`config.mk`:
```
export PLATFORM = sky130hd
export DESIGN_NAME = adcpp_port_ctrl
export DESIGN_NICKNAME = d
export VERILOG_FILES = /design/src/hdl/adcpp_pkg.sv /design/src/hdl/adcpp_conv_if.sv /design/src/hdl/adcpp_port_ctrl.sv /design/src/hdl/adcpp_sequencer.sv
export VERILOG_INCLUDE_DIRS = /design/src /design/src/hdl
export SDC_FILE = /design/constraint.sdc
export NUM_CORES = 1
export LEC_CHECK = 0
export ABC_AREA = 1
export BUFFER_PORTS_ARGS = -buffer_cell sky130_fd_sc_hd__clkbuf_2
export CAP_MARGIN = 20
export CELL_PAD_IN_SITES_DETAIL_PLACEMENT = 1
export CELL_PAD_IN_SITES_GLOBAL_PLACEMENT = 1
export CORE_UTILIZATION = 25
export DETAILED_ROUTE_END_ITERATION = 8
export PLACE_DENSITY = 0.52
export SETUP_SLACK_MARGIN = 0.15
export SLEW_MARGIN = 40
export SYNTH_ARGS = -nofsm -noshare
export SYNTH_HDL_FRONTEND = slang
export SYNTH_HIERARCHICAL = 1
export SYNTH_SLANG_ARGS = --single-unit
```
`constraint.sdc`:
```
create_clock -name sys_clk -period 1.4 [get_ports sys_clk]
set_input_delay 0.35 -clock sys_clk [delete_from_list [all_inputs] [get_ports sys_clk]]
set_output_delay 0.35 -clock sys_clk [all_outputs]
set_load 0.02 [all_outputs]
```
`src/hdl/adcpp_defines.svh`:
```
// Constants for the parallel-port conversion controller
`ifndef ADCPP_DEFINES_SVH
`define ADCPP_DEFINES_SVH

`define ADCPP_BUS_W        12
`define ADCPP_CTRL_RST     12'h000
`define ADCPP_CONV_EDGES   4'hD
`define ADCPP_CLK_MHZ      25
`define ADCPP_T2_NS        40
// Tail after the last conversion edge, rounded up, never below one cycle
`define ADCPP_TAIL_CYC     (((`ADCPP_T2_NS * `ADCPP_CLK_MHZ + 999) / 1000) < 1 ? 1 : \
                            ((`ADCPP_T2_NS * `ADCPP_CLK_MHZ + 999) / 1000))
`define ADCPP_LOW_LSB      0
`define ADCPP_LOW_MSB      7
`define ADCPP_UPPER_MSB    11
`define ADCPP_UPPER_LSB    8
`define ADCPP_NIB_MSB      3
`define ADCPP_CHAN_LSB     4
`define ADCPP_CHAN_MSB     5
`define ADCPP_PIN8         8
`define ADCPP_OE_BYTE      12'h0FF
`define ADCPP_OE_WORD      12'hFFF

`endif

```
`src/hdl/adcpp_pkg.sv`:
```
// Types shared by the conversion controller modules
package adcpp_pkg;
    typedef enum logic [1:0] {
        ADCPP_IDLE,
        ADCPP_CONV,
        ADCPP_TAIL
    } adcpp_state_t;
endpackage

```
`src/hdl/adcpp_conv_if.sv`:
```
// Signals between the port logic and the conversion sequencer
interface adcpp_conv_if;
    logic start;     // Convert-start falling edge, one cycle
    logic clk_rise;  // Conversion clock rising edge, one cycle
    logic load;      // 13th edge: load result, one cycle
    logic finish;    // Busy has just fallen, one cycle
    logic busy;      // Conversion in progress
    logic track;     // Sampler tracking when high

    modport port_side (output start, output clk_rise, input load, input finish,
                       input busy, input track);
    modport seq_side  (input start, input clk_rise, output load, output finish,
                       output busy, output track);
endinterface

```
`src/hdl/adcpp_port_ctrl.sv`:
```
// Parallel host port and conversion control of a four-channel converter
`include "adcpp_defines.svh"

module adcpp_port_ctrl #(
    parameter int RESULT_BITS = 12,
    parameter int TAIL_CYC    = `ADCPP_TAIL_CYC
) (
    input  wire logic        sys_clk,              // System clock, 25 MHz
    input  wire logic        reset_n,              // Asynchronous reset, active low
    input  wire logic        word_mode,            // Word/byte select pin
    input  wire logic        chip_select_n,        // Chip select pin
    input  wire logic        read_n,               // Read strobe pin
    input  wire logic        write_n,              // Write strobe pin
    input  wire logic        convert_start_n,      // Convert-start pin
    input  wire logic        conversion_clock_in,  // Conversion clock pin
    input  wire logic        auto_powerdown_mode,  // Auto shutdown/standby selected
    input  wire logic [11:0] data_in,              // Data pins, input side
    output logic      [11:0] data_out,             // Data pins, output side
    output logic      [11:0] data_oe,              // Data pin enables, high drives
    input  wire logic [11:0] conv_result_in,       // Analog core code, left aligned
    input  wire logic [1:0]  conv_channel_in,      // Channel of the code
    output logic             busy,                 // Busy pin
    output logic             sampler_track,        // High tracks, low holds
    output logic             powered_down,         // Analog core powered down
    output logic      [11:0] control_word          // Control register contents
);
    // ------------------------------------------------------------
    // Pin synchronisers
    // ------------------------------------------------------------
    localparam int SW = 18;
    logic [SW-1:0] pins_raw;
    logic [SW-1:0] meta_reg, meta_next;
    logic [SW-1:0] sync_reg, sync_next;
    logic [SW-1:0] prev_reg, prev_next;

    assign pins_raw = {conversion_clock_in, convert_start_n, write_n, read_n,
                       chip_select_n, word_mode, data_in};

    // First stage feeds only the second; edges use the second and third
    always_comb begin
        meta_next = pins_raw;
        sync_next = meta_reg;
        prev_next = sync_reg;
    end

    always_ff @(posedge sys_clk or negedge reset_n) begin
        if (!reset_n) begin
            meta_reg <= 18'h3F000;
            sync_reg <= 18'h3F000;
            prev_reg <= 18'h3F000;
        end else begin
            meta_reg <= meta_next;
            sync_reg <= sync_next;
            prev_reg <= prev_next;
        end
    end

    logic [11:0] bus_s;
    logic        wmode_s, cs_n_s, rd_n_s, wr_n_s, cst_n_s, cclk_s;
    logic        cst_n_p, cclk_p, wr_n_p, upper_s;
    assign {cclk_s, cst_n_s, wr_n_s, rd_n_s, cs_n_s, wmode_s, bus_s} = sync_reg;
    assign cclk_p  = prev_reg[17];
    assign cst_n_p = prev_reg[16];
    assign wr_n_p  = prev_reg[15];
    assign upper_s = bus_s[`ADCPP_PIN8];  // pin 8 read as enable in byte mode

    // ------------------------------------------------------------
    // Sequencer
    // ------------------------------------------------------------
    adcpp_conv_if cv ();
    assign cv.start    = cst_n_p & ~cst_n_s;
    assign cv.clk_rise = ~cclk_p & cclk_s;

    adcpp_sequencer #(
        .TAIL_CYC (TAIL_CYC)
    ) u_seq (
        .sys_clk (sys_clk),
        .reset_n (reset_n),
        .cv      (cv.seq_side)
    );

    // ------------------------------------------------------------
    // Read data shaping
    // ------------------------------------------------------------
    // Ten-bit parts clear the bits below the result
    localparam logic [11:0] RES_MASK = 12'(12'hFFF << (12 - RESULT_BITS));

    // Bus value for a read in the current mode
    function automatic logic [11:0] read_word(input logic wm, input logic up,
                                              input logic [11:0] r, input logic [1:0] ch);
        logic [11:0] w;
        w = 12'h000;
        if (wm)
            w = r;
        else if (!up)
            w[`ADCPP_LOW_MSB:`ADCPP_LOW_LSB] = r[`ADCPP_LOW_MSB:`ADCPP_LOW_LSB];
        else begin
            w[`ADCPP_NIB_MSB:0] = r[`ADCPP_UPPER_MSB:`ADCPP_UPPER_LSB];
            w[`ADCPP_CHAN_MSB:`ADCPP_CHAN_LSB] = ch;
        end
        return w;
    endfunction

    // ------------------------------------------------------------
    // Result, control and port registers
    // ------------------------------------------------------------
    logic [11:0] result_reg, result_next;
    logic [1:0]  chan_reg, chan_next;
    logic [11:0] ctrl_reg, ctrl_next;
    logic [11:0] dout_reg, dout_next;
    logic [11:0] oe_reg, oe_next;
    logic        pd_reg, pd_next;
    logic        rd_sel, wr_done, wake;

    assign rd_sel  = ~cs_n_s & ~rd_n_s;
    // Capture on the strobe's rising edge, when host data has settled
    assign wr_done = ~cs_n_s & ~wr_n_p & wr_n_s;
    assign wake    = ~cst_n_p & cst_n_s;

    always_comb begin
        result_next = result_reg;
        chan_next   = chan_reg;
        ctrl_next   = ctrl_reg;
        pd_next     = pd_reg;
        if (cv.load) begin
            result_next = conv_result_in & RES_MASK;
            chan_next   = conv_channel_in;
        end
        if (wr_done) begin
            if (wmode_s)
                ctrl_next = bus_s;
            else if (!upper_s)
                ctrl_next[`ADCPP_LOW_MSB:`ADCPP_LOW_LSB] =
                    bus_s[`ADCPP_LOW_MSB:`ADCPP_LOW_LSB];
            else
                ctrl_next[`ADCPP_UPPER_MSB:`ADCPP_UPPER_LSB] =
                    bus_s[`ADCPP_NIB_MSB:0];            // lines 4-7 unused
        end
        // Rising convert-start wakes; a new power-down wins a same-cycle wake
        if (wake && auto_powerdown_mode)
            pd_next = 1'b0;
        if (cv.finish && auto_powerdown_mode)
            pd_next = 1'b1;
        // Drive only while selected for read; pin 8 stays input in byte mode
        oe_next   = rd_sel ? (wmode_s ? `ADCPP_OE_WORD : `ADCPP_OE_BYTE) : 12'h000;
        dout_next = rd_sel ? read_word(wmode_s, upper_s, result_reg, chan_reg) : 12'h000;
    end

    always_ff @(posedge sys_clk or negedge reset_n) begin
        if (!reset_n) begin
            result_reg <= 12'h000;
            chan_reg   <= 2'h0;
            ctrl_reg   <= `ADCPP_CTRL_RST;
            dout_reg   <= 12'h000;
            oe_reg     <= 12'h000;
            pd_reg     <= 1'b0;
        end else begin
            result_reg <= result_next;
            chan_reg   <= chan_next;
            ctrl_reg   <= ctrl_next;
            dout_reg   <= dout_next;
            oe_reg     <= oe_next;
            pd_reg     <= pd_next;
        end
    end

    // ------------------------------------------------------------
    // Outputs
    // ------------------------------------------------------------
    assign data_out      = dout_reg;
    assign data_oe       = oe_reg;
    assign busy          = cv.busy;
    assign sampler_track = cv.track;
    assign powered_down  = pd_reg;
    assign control_word  = ctrl_reg;
endmodule

```
`src/hdl/adcpp_sequencer.sv`:
```
// Conversion sequencer: counts conversion clock edges and times busy
`include "adcpp_defines.svh"

module adcpp_sequencer #(
    parameter int TAIL_CYC = `ADCPP_TAIL_CYC
) (
    input  wire logic      sys_clk,  // System clock
    input  wire logic      reset_n,  // Asynchronous reset, active low
    adcpp_conv_if.seq_side cv        // Link to the port logic
);
    adcpp_pkg::adcpp_state_t state_reg, state_next;
    logic [3:0]  edge_reg, edge_next;
    logic [7:0]  tail_reg, tail_next;
    logic        busy_reg, busy_next;
    logic        track_reg, track_next;
    logic        load_reg, load_next;
    logic        fin_reg, fin_next;

    // ------------------------------------------------------------
    // Next-state logic
    // ------------------------------------------------------------
    // Only counted edges advance the count, so a burst clock that stops
    // between conversions is as good as a free-running one
    always_comb begin
        state_next = state_reg;
        edge_next  = edge_reg;
        tail_next  = tail_reg;
        busy_next  = busy_reg;
        track_next = track_reg;
        load_next  = 1'b0;
        fin_next   = 1'b0;
        case (state_reg)
            adcpp_pkg::ADCPP_IDLE: begin
                if (cv.start) begin
                    state_next = adcpp_pkg::ADCPP_CONV;
                    edge_next  = 4'h0;
                    busy_next  = 1'b1;
                    track_next = 1'b0;
                end
            end
            adcpp_pkg::ADCPP_CONV: begin
                if (cv.clk_rise) begin
                    edge_next = edge_reg + 4'h1;
                    if (edge_reg + 4'h1 == `ADCPP_CONV_EDGES) begin
                        track_next = 1'b1;
                        load_next  = 1'b1;
                        tail_next  = 8'h00;
                        state_next = adcpp_pkg::ADCPP_TAIL;
                    end
                end
            end
            adcpp_pkg::ADCPP_TAIL: begin
                tail_next = tail_reg + 8'h01;
                if (tail_reg == 8'(TAIL_CYC - 1)) begin
                    busy_next  = 1'b0;
                    fin_next   = 1'b1;
                    state_next = adcpp_pkg::ADCPP_IDLE;
                end
            end
            default: begin
                state_next = adcpp_pkg::ADCPP_IDLE;
                busy_next  = 1'b0;
                track_next = 1'b1;
            end
        endcase
    end

    // ------------------------------------------------------------
    // State registers
    // ------------------------------------------------------------
    always_ff @(posedge sys_clk or negedge reset_n) begin
        if (!reset_n) begin
            state_reg <= adcpp_pkg::ADCPP_IDLE;
            edge_reg  <= 4'h0;
            tail_reg  <= 8'h00;
            busy_reg  <= 1'b0;
            track_reg <= 1'b1;
            load_reg  <= 1'b0;
            fin_reg   <= 1'b0;
        end else begin
            state_reg <= state_next;
            edge_reg  <= edge_next;
            tail_reg  <= tail_next;
            busy_reg  <= busy_next;
            track_reg <= track_next;
            load_reg  <= load_next;
            fin_reg   <= fin_next;
        end
    end

    assign cv.busy   = busy_reg;
    assign cv.track  = track_reg;
    assign cv.load   = load_reg;
    assign cv.finish = fin_reg;
endmodule

```
; After elaboration in Yosys (flattened, before gate mapping)
; Index checks and enable logic that the tools add are counted.
[totals]
register_bits = 123
[op_classes]
n_addsub = 2
n_eq_ne = 8
n_mux = 35
bitwise_logic = 14
reduce_logical = 15
[ops]
columns = cell, count
row1 = two-way mux 12 bit, 4
row2 = two-way mux 8 bit, 4
row3 = two-way mux 4 bit, 4
row4 = one-hot mux 8 bit (2 select lines), 1
row5 = two-way mux 1 bit, 12
row6 = two-way mux 2 bit, 5
row7 = AND reduction 3 bit, 3
row8 = adder 8 x 1 -> 8 bit (second input constant), 1
row9 = zero test 8 bit, 1
row10 = NOT 1 bit, 8
row11 = one-hot mux 4 bit (2 select lines), 1
row12 = AND reduction 4 bit, 2
row13 = nonzero test 2 bit, 4
row14 = bitwise AND 1 bit, 6
row15 = two-way mux 6 bit, 1
row16 = inequality test 2 x 1 -> 1 bit (second input constant), 3
row17 = one-hot mux 1 bit (3 select lines), 2
row18 = one-hot mux 2 bit (3 select lines), 1
row19 = adder 4 x 1 -> 4 bit (second input constant), 1
row20 = == test 4 bit (second input constant), 1
row21 = inequality test 2 bit (second input constant), 2
row22 = AND reduction 2 bit, 2
row23 = == test 2 x 1 -> 1 bit (second input constant), 1
row24 = == test 2 bit (second input constant), 1
row25 = other kinds (2), 3

; Longest topological paths before layout
; Gate-level depths: netlist of the first run.
[logic_depth]
depth_word = 5
ltp_mapped = 10

; Cells and area by module
; Netlist of the first run, hierarchy kept.
[modules_own_cells]
columns = module, instances, cells_per_inst, area_each_um2, seq_area_each_um2
row1 = adcpp_port_ctrl, 1, 214, 2721.4, 2020.7
row2 = adcpp_sequencer, 1, 130, 1007.2, 451.7

; Worst setup path before layout of the first run
; OpenSTA, ideal clock, no wires.
[synth_path]
path_kind = reg2reg
startpoint = register sync_reg[17] (netlist: prev_next[17])
endpoint = register u_seq.state_reg[0]
setup_time_ps = 119
t_arrival_ps = 1273
t_required_ps = 1281
path_slack_ps = 8
path_stages_with_launch = 10
cell_sequence = dfstp_2 inv_1 nor2_1 inv_1 nand2_1 o21ai_1 nor2_1 nand2_1 nand2_1 nand2_1
[synth_between]
elab_chain_len = 3
[synth_rtl]
columns = item, line_no
row1 = start: declaration, adcpp_port_ctrl.sv:33  ; logic [SW-1:0] sync_reg, sync_next;
row2 = start signal: assignment, adcpp_port_ctrl.sv:53  ; sync_reg <= sync_next;
row3 = bitwise AND 1 bit, adcpp_port_ctrl.sv:72  ; assign cv.clk_rise = ~cclk_p & cclk_s;
row4 = net cv.clk_rise, adcpp_conv_if.sv:4  ; logic clk_rise;
row5 = inequality test 2 bit (no line), -
row6 = AND reduction 4 bit (no line), -
row7 = end signal: assignment, adcpp_sequencer.sv:73  ; state_reg <= adcpp_pkg::ADCPP_IDLE;
row8 = end signal: assignment, adcpp_sequencer.sv:81  ; state_reg <= state_next;
row9 = end: declaration, adcpp_sequencer.sv:11  ; adcpp_pkg::adcpp_state_t state_reg, state_next;
; The timed path passes the listed nets, and every way through them passes these cells.
; A chain may end at the register's enable or synchronous reset.

; Final worst setup path of the first run
[layout_path]
startpoint = register u_seq.edge_reg[0]
endpoint = register u_seq.tail_reg[1]
[layout_between]
elab_chain_len = 4
[layout_rtl]
columns = item, line_no
row1 = start: declaration, adcpp_sequencer.sv:12  ; logic [3:0] edge_reg, edge_next;
row2 = start signal: assignment, adcpp_sequencer.sv:82  ; edge_reg <= edge_next;
row3 = adder 4 x 1 -> 4 bit, adcpp_sequencer.sv:44  ; if (edge_reg + 4'h1 == `ADCPP_CONV_EDGES) begin
row4 = == test 4 bit (no line), -
row5 = inequality test 2 x 1 -> 1 bit (no line), -
row6 = AND reduction 3 bit (no line), -
row7 = end signal: assignment, adcpp_sequencer.sv:83  ; tail_reg <= tail_next;
row8 = end: declaration, adcpp_sequencer.sv:13  ; logic [7:0] tail_reg, tail_next;
; No other way between the ends.

==> impl_results.md, run 1 <==
- Antenna violations before repair: 0
- Worst-Margin Slew: 0.329 ns
- Outcome: complete, but fails checks
- Nets: 490
- Rel. slew slack: 0.781
- Power consumption: about 7.9 mW
- Chip Height: roughly 120 um
- Largest cells by area after synthesis: dfrtp_1 55%, dfstp_2 11%, nand2_1 7.8%
- Unrepaired setup endpoints after global routing: true
- Worst Path Required: 1.64 ns
- PwrDens: approximately 1500 nW/um^2
- R2R Setup Slk: -0.02 ns
- Clock H-tree levels: 3
- Commonest register cell after synthesis: dfrtp_1
- Reg power frac: 0.429
- Worst r2r src: u_seq/edge_reg[0]
- Area fraction of the dominant cell type after synthesis: 0.550
- Worst Hold Class: input port to register
- CTS Buf Count: 9
- Internal Pwr Total: about 5.6 mW
- Delay-heaviest family, CP: simple AND/OR/NAND/NOR gates
- Clock tree buffer depth: 2
- Failing checks: negative setup slack
- Worst r2r path cells: 8
- Sw Pwr: between 2 and 2.5 mW
- IO Port Bufs: 73
- CP startpoint kind: register
- Via count: 2697
- # setup viols final: 4
- Vias in the first global route: approximately 2900
- Fmax: around 0.7 GHz
- Clk_lat worst skew: 0.35 ns
- Leak: 2.65 nW
- Hold_sp: read_n
- Setup CP Type: register to register
- Ports: 74
- Fillers: ~1600
- WL/cell: ~14 um
- CP peak stage delay: about 0.43 ns
- Site Rows: 44
- First-pass GRT wire length: 14300 um
- Fraction of layout cells with a size suffix above 1: 0.439
- Crit path cell chain: ha_4 -> nand2_2 -> nand2_2 -> nor2_4 -> buf_12 -> nand3b_4 -> nand3_2 -> nand2_1
- Die Wd: roughly 120 um
- Top cell by count, worst path: nand2_2
- Drc violations: 0
- Clock root buffer: clkbuf_16
- Post-Synthesis Cell Area: 3730 um^2
- Placed Area: around 4300 um^2
- Slowest CP cell: dfrtp_1
- Period utilization: 1.02
- Post-synth EDFFs: 0
- WP buf/inv: 1
- Vias/cell: between 4 and 5
- P&R area growth vs syn: 41.7%
- Max-cap violations: 0
- Worst Hold Path Cells: 1
- DRT Pass-1 Iters: 4
- FF+latch area: about 2500 um^2
- Critical Path AT: 1.66 ns
- Hold endpoint: meta_reg[14]
- DIE AREA: 15400 um^2
- Switching share of power: 0.285
- Antenna Nets Post-Route: 0
- Post-Syn Instances: between 300 and 400
- Number of synthesized register bits: a little under 100
- Yosys warns: 6
- Max VDD drop: about 0.00054 V
- Fin. Hold Viols: 0
- Initial DRC count: approximately 140
- Grt ovf: 0
- Worst Skew: approximately 0.0040 ns
- Initial Util: 0.257
- GRT Total Usage: 0.125
- Core ar.: between 10000 and 15000 um^2
- Comb power frac: 0.228
- CTS tree: built
- Register area share after synthesis: 0.663
- Worst-path clk slew: roughly 0.06 ns
- Crit Path Max Fanout: 4
- Post-synthesis average cell area: roughly 11 um^2
- Total negative setup slack: -0.0739 ns
- Reg2reg end: u_seq/tail_reg[1]
- Synth cell types: 26
- Clock group share of total power: 0.343
- WHS: 0.0803 ns
- Max Slew Vio Count: 0
- N_diodes: 0
- Yosys top cell by area: dfrtp_1
- DRT Wirelength: 8700 um
- Multi-input logic area: roughly 1200 um^2
- CP endpoint kind: register
- PnR worst setup slack: -0.0228 ns
- Ys async rst share: 1.00
- Largest net degree at the start of global routing: 35
- Syn_nets: 383
- Fin area: about 5300 um^2
- Min cycle time layout: 1.42 ns
- Routability cong.: roughly 0.74
- Total clock sinks: 98
- DPL Wire Length: approximately 6000 um
[power groups by stage]
stage	Combinational, mW	Sequential [mW]	Clock [mW]
finish	1.80	3.39	2.71
global route	2.02	3.42	2.90
CTS	1.62	3.36	2.80
detailed placement	1.22	3.42	0
global placement	1.18	3.40	0
floorplan	0.652	3.51	0
[cell families after synthesis]
| family | Yosys count | synth area share |
|---|---|---|
| and+or+nand+nor | 159 | 0.201 |
| AOI/OAI and AO/OA | 26 | 0.0356 |
| muxes | 8 | 0.0242 |
| DFF | 98 | 0.663 |
| adders and majority gates | 4 | 0.0134 |
| buffers and inverters | 49 | 0.0631 |
[final cells by class]
cell class / count / area share
Clock buffer: 12 / 0.0486
Clock inverter: 4 / 0.0140
Inverter: 34 / 0.0258
Multi-Input combinational cell: 198 / 0.224
Sequential cell: 98 / 0.468
Tap cell: 184 / 0.0436
Timing Repair Buffer: 110 / 0.176
[cell usage after synthesis (5+ instances only)]
cell type / n
mux2_2: 8
inv_1: 32
nor3_1: 5
nand3_1: 25
o21ai_1: 7
dfrtp_1: 82
nor2_1: 30
o21ai_0: 17
dfstp_2: 16
nand4_1: 11
buf_4: 11
nand2_1: 77
[layer usage]
layer  wire length [um]  global-route usage  part of all wire
met5                  0                   0                 0
met4                126              0.0469             0.014
met3                319              0.0366             0.037
met2               4260               0.202              0.49
met1               4000               0.157              0.46
[cell usage in the layout (no fill, tap or decap), drive strengths merged]
| cell | instances |
|---|---|
| dfrtp | 82 |
| nand2 | 80 |
| buf | 66 |
| clkbuf | 55 |
| nor2 | 35 |
| inv | 33 |
| nand3 | 27 |
| o21ai | 24 |
| dfstp | 16 |
| nand4 | 11 |
| mux2 | 8 |
| nor3 | 5 |
| ha | 4 |
| bufinv | 2 |
| nand3b | 2 |
| clkinv | 2 |
| clkinvlp | 1 |
| dlygate4sd3 | 1 |
| a21o | 1 |
| a21oi | 1 |
[worst register-to-register path, cell delays in order, from the launching register on]
cell and delay, ns:
dfrtp_1 0.43, ha_4 0.19, nand2_2 0.08, nand2_2 0.07
nor2_4 0.18, buf_12 0.13, nand3b_4 0.11, nand3_2 0.08
nand2_1 0.04
[how the worst max path moves through the flow]
stage,startpoint,endpoint,slack (ns),cells after the start
final,u_seq/edge_reg[0],u_seq/tail_reg[1],-0.02,8
after global routing,u_seq/edge_reg[0],u_seq/state_reg[0],-0.12,9
after CTS,u_seq/cv.track,sampler_track,0.002,1
after detailed placement,u_seq/edge_reg[0],u_seq/state_reg[0],0.01,10
after global placement,u_seq/edge_reg[0],u_seq/state_reg[0],0.05,10
after floorplan,u_seq/edge_reg[0],u_seq/state_reg[0],0.13,10
[through the flow]
stage	std cells	util	setup WS, ns
after floorplan	344	-	0.129
after global placement	596	0.298	0.0530
after detailed placement	596	0.298	0.00957
after CTS	632	0.343	0.00189
after global routing	640	0.363	-0.123
final	640	0.363	-0.0228
[timing repair]
item	CTS	global route
pin swaps	9	8
gates resized for setup	41	101
hold endpoints to repair	7	0
hold buffers	1	0
setup buffers	18	8
setup endpoints to repair	44	67
gates cloned	1	0
Power figures use the tool's default switching activity.
==> run 2, diff against run 1 <==
--- a/config.mk
+++ b/config.mk
@@ -13,7 +13,7 @@
 export CELL_PAD_IN_SITES_GLOBAL_PLACEMENT = 1
 export CORE_UTILIZATION = 25
 export DETAILED_ROUTE_END_ITERATION = 8
-export PLACE_DENSITY = 0.52
+export PLACE_DENSITY_LB_ADDON = 0.15
 export SETUP_SLACK_MARGIN = 0.15
 export SLEW_MARGIN = 40
 export SYNTH_ARGS = -nofsm -noshare
==> impl_results.md, run 2 (synthesis gave the netlist of run 1 again) <==
- Outcome: finished, final reports clean
- WL/cell: approximately 14 um
- Rel. slew slack: 0.735
- Critical Path AT: between 1.5 and 2 ns
- Top Usage Layer GRT: met2
- Chip Height: approximately 120 um
- Clock group share of total power: 0.340
- DRT Wirelength: about 8700 um
- Post-layout util: 0.366
- WP buf/inv: 1
- Fin. Hold Viols: 0
- Most common cell after layout, fill and taps aside: dfrtp_1
- # setup viols final: 0
- Via count: between 2000 and 3000
- Worst Hold Class: input port to register
- Fmax: between 0.7 and 0.8 GHz
- N_diodes: 0
- Core ar.: about 15000 um^2
- Worst Path Required: roughly 1.6 ns
- Ports: between 70 and 80
- Top cell by count, worst path: nand2_4
- Leak: ~2.7 nW
- Antenna Nets Post-Route: 0
- Nets: ~490
- CP peak stage delay: 0.45 ns
- CTS Buf Count: 9
- PwrDens: about 1500 nW/um^2
- Initial Util: 0.257
- Placed Area: approximately 4300 um^2
- Unrepaired setup endpoints after global routing: true
- Routability cong.: 0.767
- Initial DRC count: just over 100
- Internal Pwr Total: approximately 5.6 mW
- GRT Total Usage: 0.121
- Min cycle time layout: roughly 1.4 ns
- Max VDD drop: between 0.0007 and 0.0008 V
- Clock root buffer: clkbuf_16
- Max Slew Vio Count: 0
- Total clock sinks: between 90 and 100
- Switching share of power: 0.289
- Comb power frac: 0.226
- Delay-heaviest family, CP: simple AND/OR/NAND/NOR gates
- Reg power frac: 0.434
- Setup CP Type: register to register
- Slowest CP cell: dfrtp_2
- Period utilization: 0.989
- Clk_lat worst skew: roughly 0.34 ns
- Drc violations: 0
- Crit Path Max Fanout: 5
- P&R area growth vs syn: 42.6%
- Sw Pwr: approximately 2.3 mW
- Total negative setup slack: 0 ns
- CP startpoint kind: register
- GR met2 Demand/Resource: 0.198
- Vias/cell: ~4.2
- Antenna violations before repair: 0
- Worst-Margin Slew: 0.397 ns
- Worst Skew: roughly 0.0085 ns
- DIE AREA: approximately 15000 um^2
- Clock H-tree levels: 3
- Max-cap violations: 0
- Clock tree buffer depth: 2
- Fraction of layout cells with a size suffix above 1: 0.462
- Largest net degree at the start of global routing: 29
- DRT Pass-1 Iters: 4
- Most frequent cells in the layout: 79 x dfrtp_1, 59 x nand2_1, 38 x clkbuf_2
- Fillers: between 1500 and 2000
- Met1 Use GR: 0.150
- Grt ovf: 0
- Fin area: 5320 um^2
- Die Wd: around 120 um
- Vias in the first global route: roughly 2800
- Crit path cell chain: ha_4 -> nand2_4 -> nand2_4 -> nor2_4 -> buf_6 -> nand3b_4 -> nand3_2 -> nand2_1
- DPL Wire Length: 5880 um
- CP endpoint kind: register
- Site Rows: 44
- Worst-path clk slew: ~0.060 ns
- Grt met3 use: 0.0348
- CTS tree: built
- IO Port Bufs: 73
- First-pass GRT wire length: 13800 um
[run 2: changes by cell type in the layout (fill, tap and decap cells not counted), sizes merged]
cell | previous run | this run
clkinv | 2 | 3
clkbuf | 55 | 66
inv | 33 | 34
buf | 66 | 49
[run 2: through the flow]
| stage | hold WS [ns] | power, mW | setup slack [ns] | instances |
|---|---|---|---|---|
| 2_1_floorplan | 0.0544 | 4.17 | 0.129 | 344 |
| 3_3_place_gp | 0.310 | 4.60 | 0.0455 | 594 |
| 3_5_place_dp | 0.309 | 4.64 | -0.0268 | 594 |
| 4_1_cts | 0.0652 | 7.68 | -0.00327 | 622 |
| 5_1_grt | 0.0637 | 8.29 | -0.0779 | 636 |
| 6_report | 0.0875 | 7.84 | 0.0157 | 636 |
[run 2: power groups by stage]
stage	sequential, mW	clock, mW	combinational [mW]
floorplan	3.51	0	0.652
global route	3.44	2.88	1.97
CTS	3.37	2.78	1.52
finish	3.40	2.66	1.78
detailed placement	3.42	0	1.22
global placement	3.41	0	1.19
[run 2: layout make-up]
cell class / instances / area [um^2] / area share
Sequential cell: 98 / 2480 / 0.466
Multi-Input combinational cell: 198 / 1220 / 0.229
Timing Repair Buffer: 106 / 933 / 0.176
Clock buffer: 10 / 239 / 0.0449
Tap cell: 184 / 230 / 0.0433
Inverter: 34 / 134 / 0.0252
Clock inverter: 6 / 87.6 / 0.0165
[run 2: path summary, 6_finish.rpt]
path	start	to	slack, ns	cells after the start
min in group asynchronous	reset_n	control_word[6]	0.47	2
worst max register to register	u_seq/edge_reg[0]	u_seq/tail_reg[4]	0.02	8
worst min-delay path	read_n	meta_reg[14]	0.09	1
worst min register to register	meta_reg[10]	prev_next[10]	0.35	0
max in group asynchronous	reset_n	u_seq/cv.track	0.42	3
worst max-delay path	u_seq/edge_reg[0]	u_seq/tail_reg[4]	0.02	8
[run 2: timing repair]
action,CTS,global route
pin swaps,10,29
setup buffers,11,13
hold buffers,1,0
endpoints found under the hold margin,10,0
endpoints found under the setup margin,42,58
gates cloned,0,1
gates resized for setup,61,76
[run 2: metal layers]
layer	vias up	share of wire
met5	-	0
met4	0	0.016
met3	9	0.030
met2	48	0.50
met1	1314	0.45
li1	1297	-
==> run 3, diff against run 2 <==
==> constraint.sdc (replaced) <==
create_clock -name sys_clk -period 1.7 [get_ports sys_clk]
set_input_delay 0 -clock sys_clk [delete_from_list [all_inputs] [get_ports sys_clk]]
set_output_delay 0 -clock sys_clk [all_outputs]
set_load 0.02 [all_outputs]
==> impl_results.md, run 3 (synthesis gave the netlist of run 1 again) <==
- Rel. slew slack: 0.698
- Outcome: finished, final reports clean
- Clock group share of total power: 0.354
- Clk_lat worst skew: around 0.35 ns
- CP endpoint kind: register
- Critical Path AT: between 1.5 and 2 ns
- Chip Height: 124 um
- Worst Path Required: about 1.9 ns
- Clock root buffer: clkbuf_16
- Sw Pwr: 1.74 mW
- Vias/cell: around 4.2
- Die Wd: 124 um
- CTS Buf Count: 9
- Fin. Hold Viols: 0
- Placed Area: ~4300 um^2
- DRT Wirelength: about 8400 um
- Worst r2r path cells: 9
- Antenna violations before repair: 0
- Max VDD drop: ~0.00038 V
- CTS tree: built
- CP startpoint kind: register
- Fmax: ~0.72 GHz
- WHS: ~0.14 ns
- Crit Path Max Fanout: 6
- Routability cong.: between 0.7 and 0.8
- Worst Hold Class: input port to asynchronous set/reset pin
- Fin area: between 4000 and 5000 um^2
- P&R area growth vs syn: 31.9%
- IO Port Bufs: 73
- GRT Total Usage: 0.123
- # setup viols final: 0
- DRT Pass-1 Iters: 4
- Min cycle time layout: between 1 and 1.5 ns
- Drc violations: 0
- Reg power frac: 0.473
- Most frequent cells in the layout: 82 x dfrtp_1, 77 x nand2_1, 72 x clkbuf_2
- Worst r2r src: u_seq/edge_reg[0]
- WL/cell: ~13 um
- Post-layout util: 0.338
- Largest net degree at the start of global routing: 42
- Worst Skew: between 0.006 and 0.007 ns
- Leak: roughly 2.5 nW
- Switching share of power: 0.298
- Ports: 74
- Clock H-tree levels: 3
- Nets: between 400 and 500
- Comb power frac: 0.174
- Grt ovf: 0
- Max Slew Vio Count: 0
- Total negative setup slack: 0 ns
- Internal Pwr Total: slightly above 4 mW
- Clock tree buffer depth: 2
- First-pass GRT wire length: between 10000 and 15000 um
- Unrepaired setup endpoints after global routing: false
- Site Rows: 44
- Total clock sinks: ~100
- CTS resizes: 0
- Reg2reg end: u_seq/state_reg[0]
- Initial Util: 0.257
- Max-cap violations: 0
- DPL Wire Length: 5640 um
- R2R Setup Slk: 0.31 ns
- Core ar.: approximately 15000 um^2
- Most common cell after layout, fill and taps aside: dfrtp_1
- DIE AREA: about 15000 um^2
- Period utilization: 0.818
- N_diodes: 0
- PwrDens: 1190 nW/um^2
- Antenna Nets Post-Route: 0
- Initial DRC count: just over 100
- Worst-Margin Slew: around 0.45 ns
- Vias in the first global route: about 2800
- Worst-path clk slew: approximately 0.070 ns
- Setup CP Type: register to register
- Fraction of layout cells with a size suffix above 1: 0.288
- Via count: ~2700
-- run 3: cell count changes in the layout (fill, tap and decap cells not counted), sizes merged --
cell	delta
buf	-42
bufinv	-1
clkbuf	+15
clkinv	-1
clkinvlp	+1
dlygate4sd3	+33
inv	+2
nand3b	-1
-- run 3: final cells by class --
class	count	area, um^2
Fill cell	1662	9620
Sequential cell	98	2470
Multi-Input combinational cell	197	1020
Timing Repair Buffer	113	766
Tap cell	184	230
Clock buffer	9	225
Inverter	34	128
Clock inverter	7	76.3
-- run 3: worst max path at each step --
stage | from | end | slack, ns | cells past startpoint
floorplan | prev_next[17] | u_seq/state_reg[0] | 0.31 | 9
global placement | prev_next[12] | data_out[5] | 0.31 | 5
detailed placement | prev_next[12] | data_out[5] | 0.29 | 5
CTS | prev_next[12] | data_out[5] | 0.28 | 5
global route | prev_next[17] | u_seq/state_reg[0] | 0.15 | 10
finish | u_seq/edge_reg[0] | u_seq/state_reg[0] | 0.31 | 9
-- run 3: critical path, cell delays in order (launching register included) --
cell and delay (ns):
dfrtp_1 0.43, ha_1 0.23, nand2_1 0.08, nand2_1 0.09
nor2_4 0.12, nand2_1 0.08, nand2_2 0.09, nand2_1 0.06
nand2_1 0.05, nand2_1 0.04
-- run 3: stage by stage --
stage          cells  power [mW]  setup slack, ns
2_1_floorplan    344        3.42            0.308
3_3_place_gp     591        3.78            0.308
3_5_place_dp     591        3.80            0.293
4_1_cts          641        5.98            0.285
5_1_grt          642        6.22            0.154
6_report         642        5.85            0.310
-- run 3: power groups by stage --
stage	Sequential, mW	Clock, mW	Combinational, mW
after floorplan	2.89	0	0.531
after global placement	2.81	0	0.970
after detailed placement	2.82	0	0.979
after CTS	2.77	2.16	1.05
after global routing	2.81	2.24	1.17
final	2.77	2.07	1.02
-- run 3: what timing repair did --
action | in CTS | in global routing
hold buffers | 34 | 0
endpoints found under the hold margin | 63 | 0
setup endpoints to repair | 0 | 1
setup buffers | 0 | 1
-- run 3: per-layer routing --
metal	vias up	GRT usage	wire, um
li1	1310	-	-
met1	1338	0.156	3850
met2	47	0.195	4120
met3	12	0.0238	245
met4	0	0.0692	198
met5	-	0	0
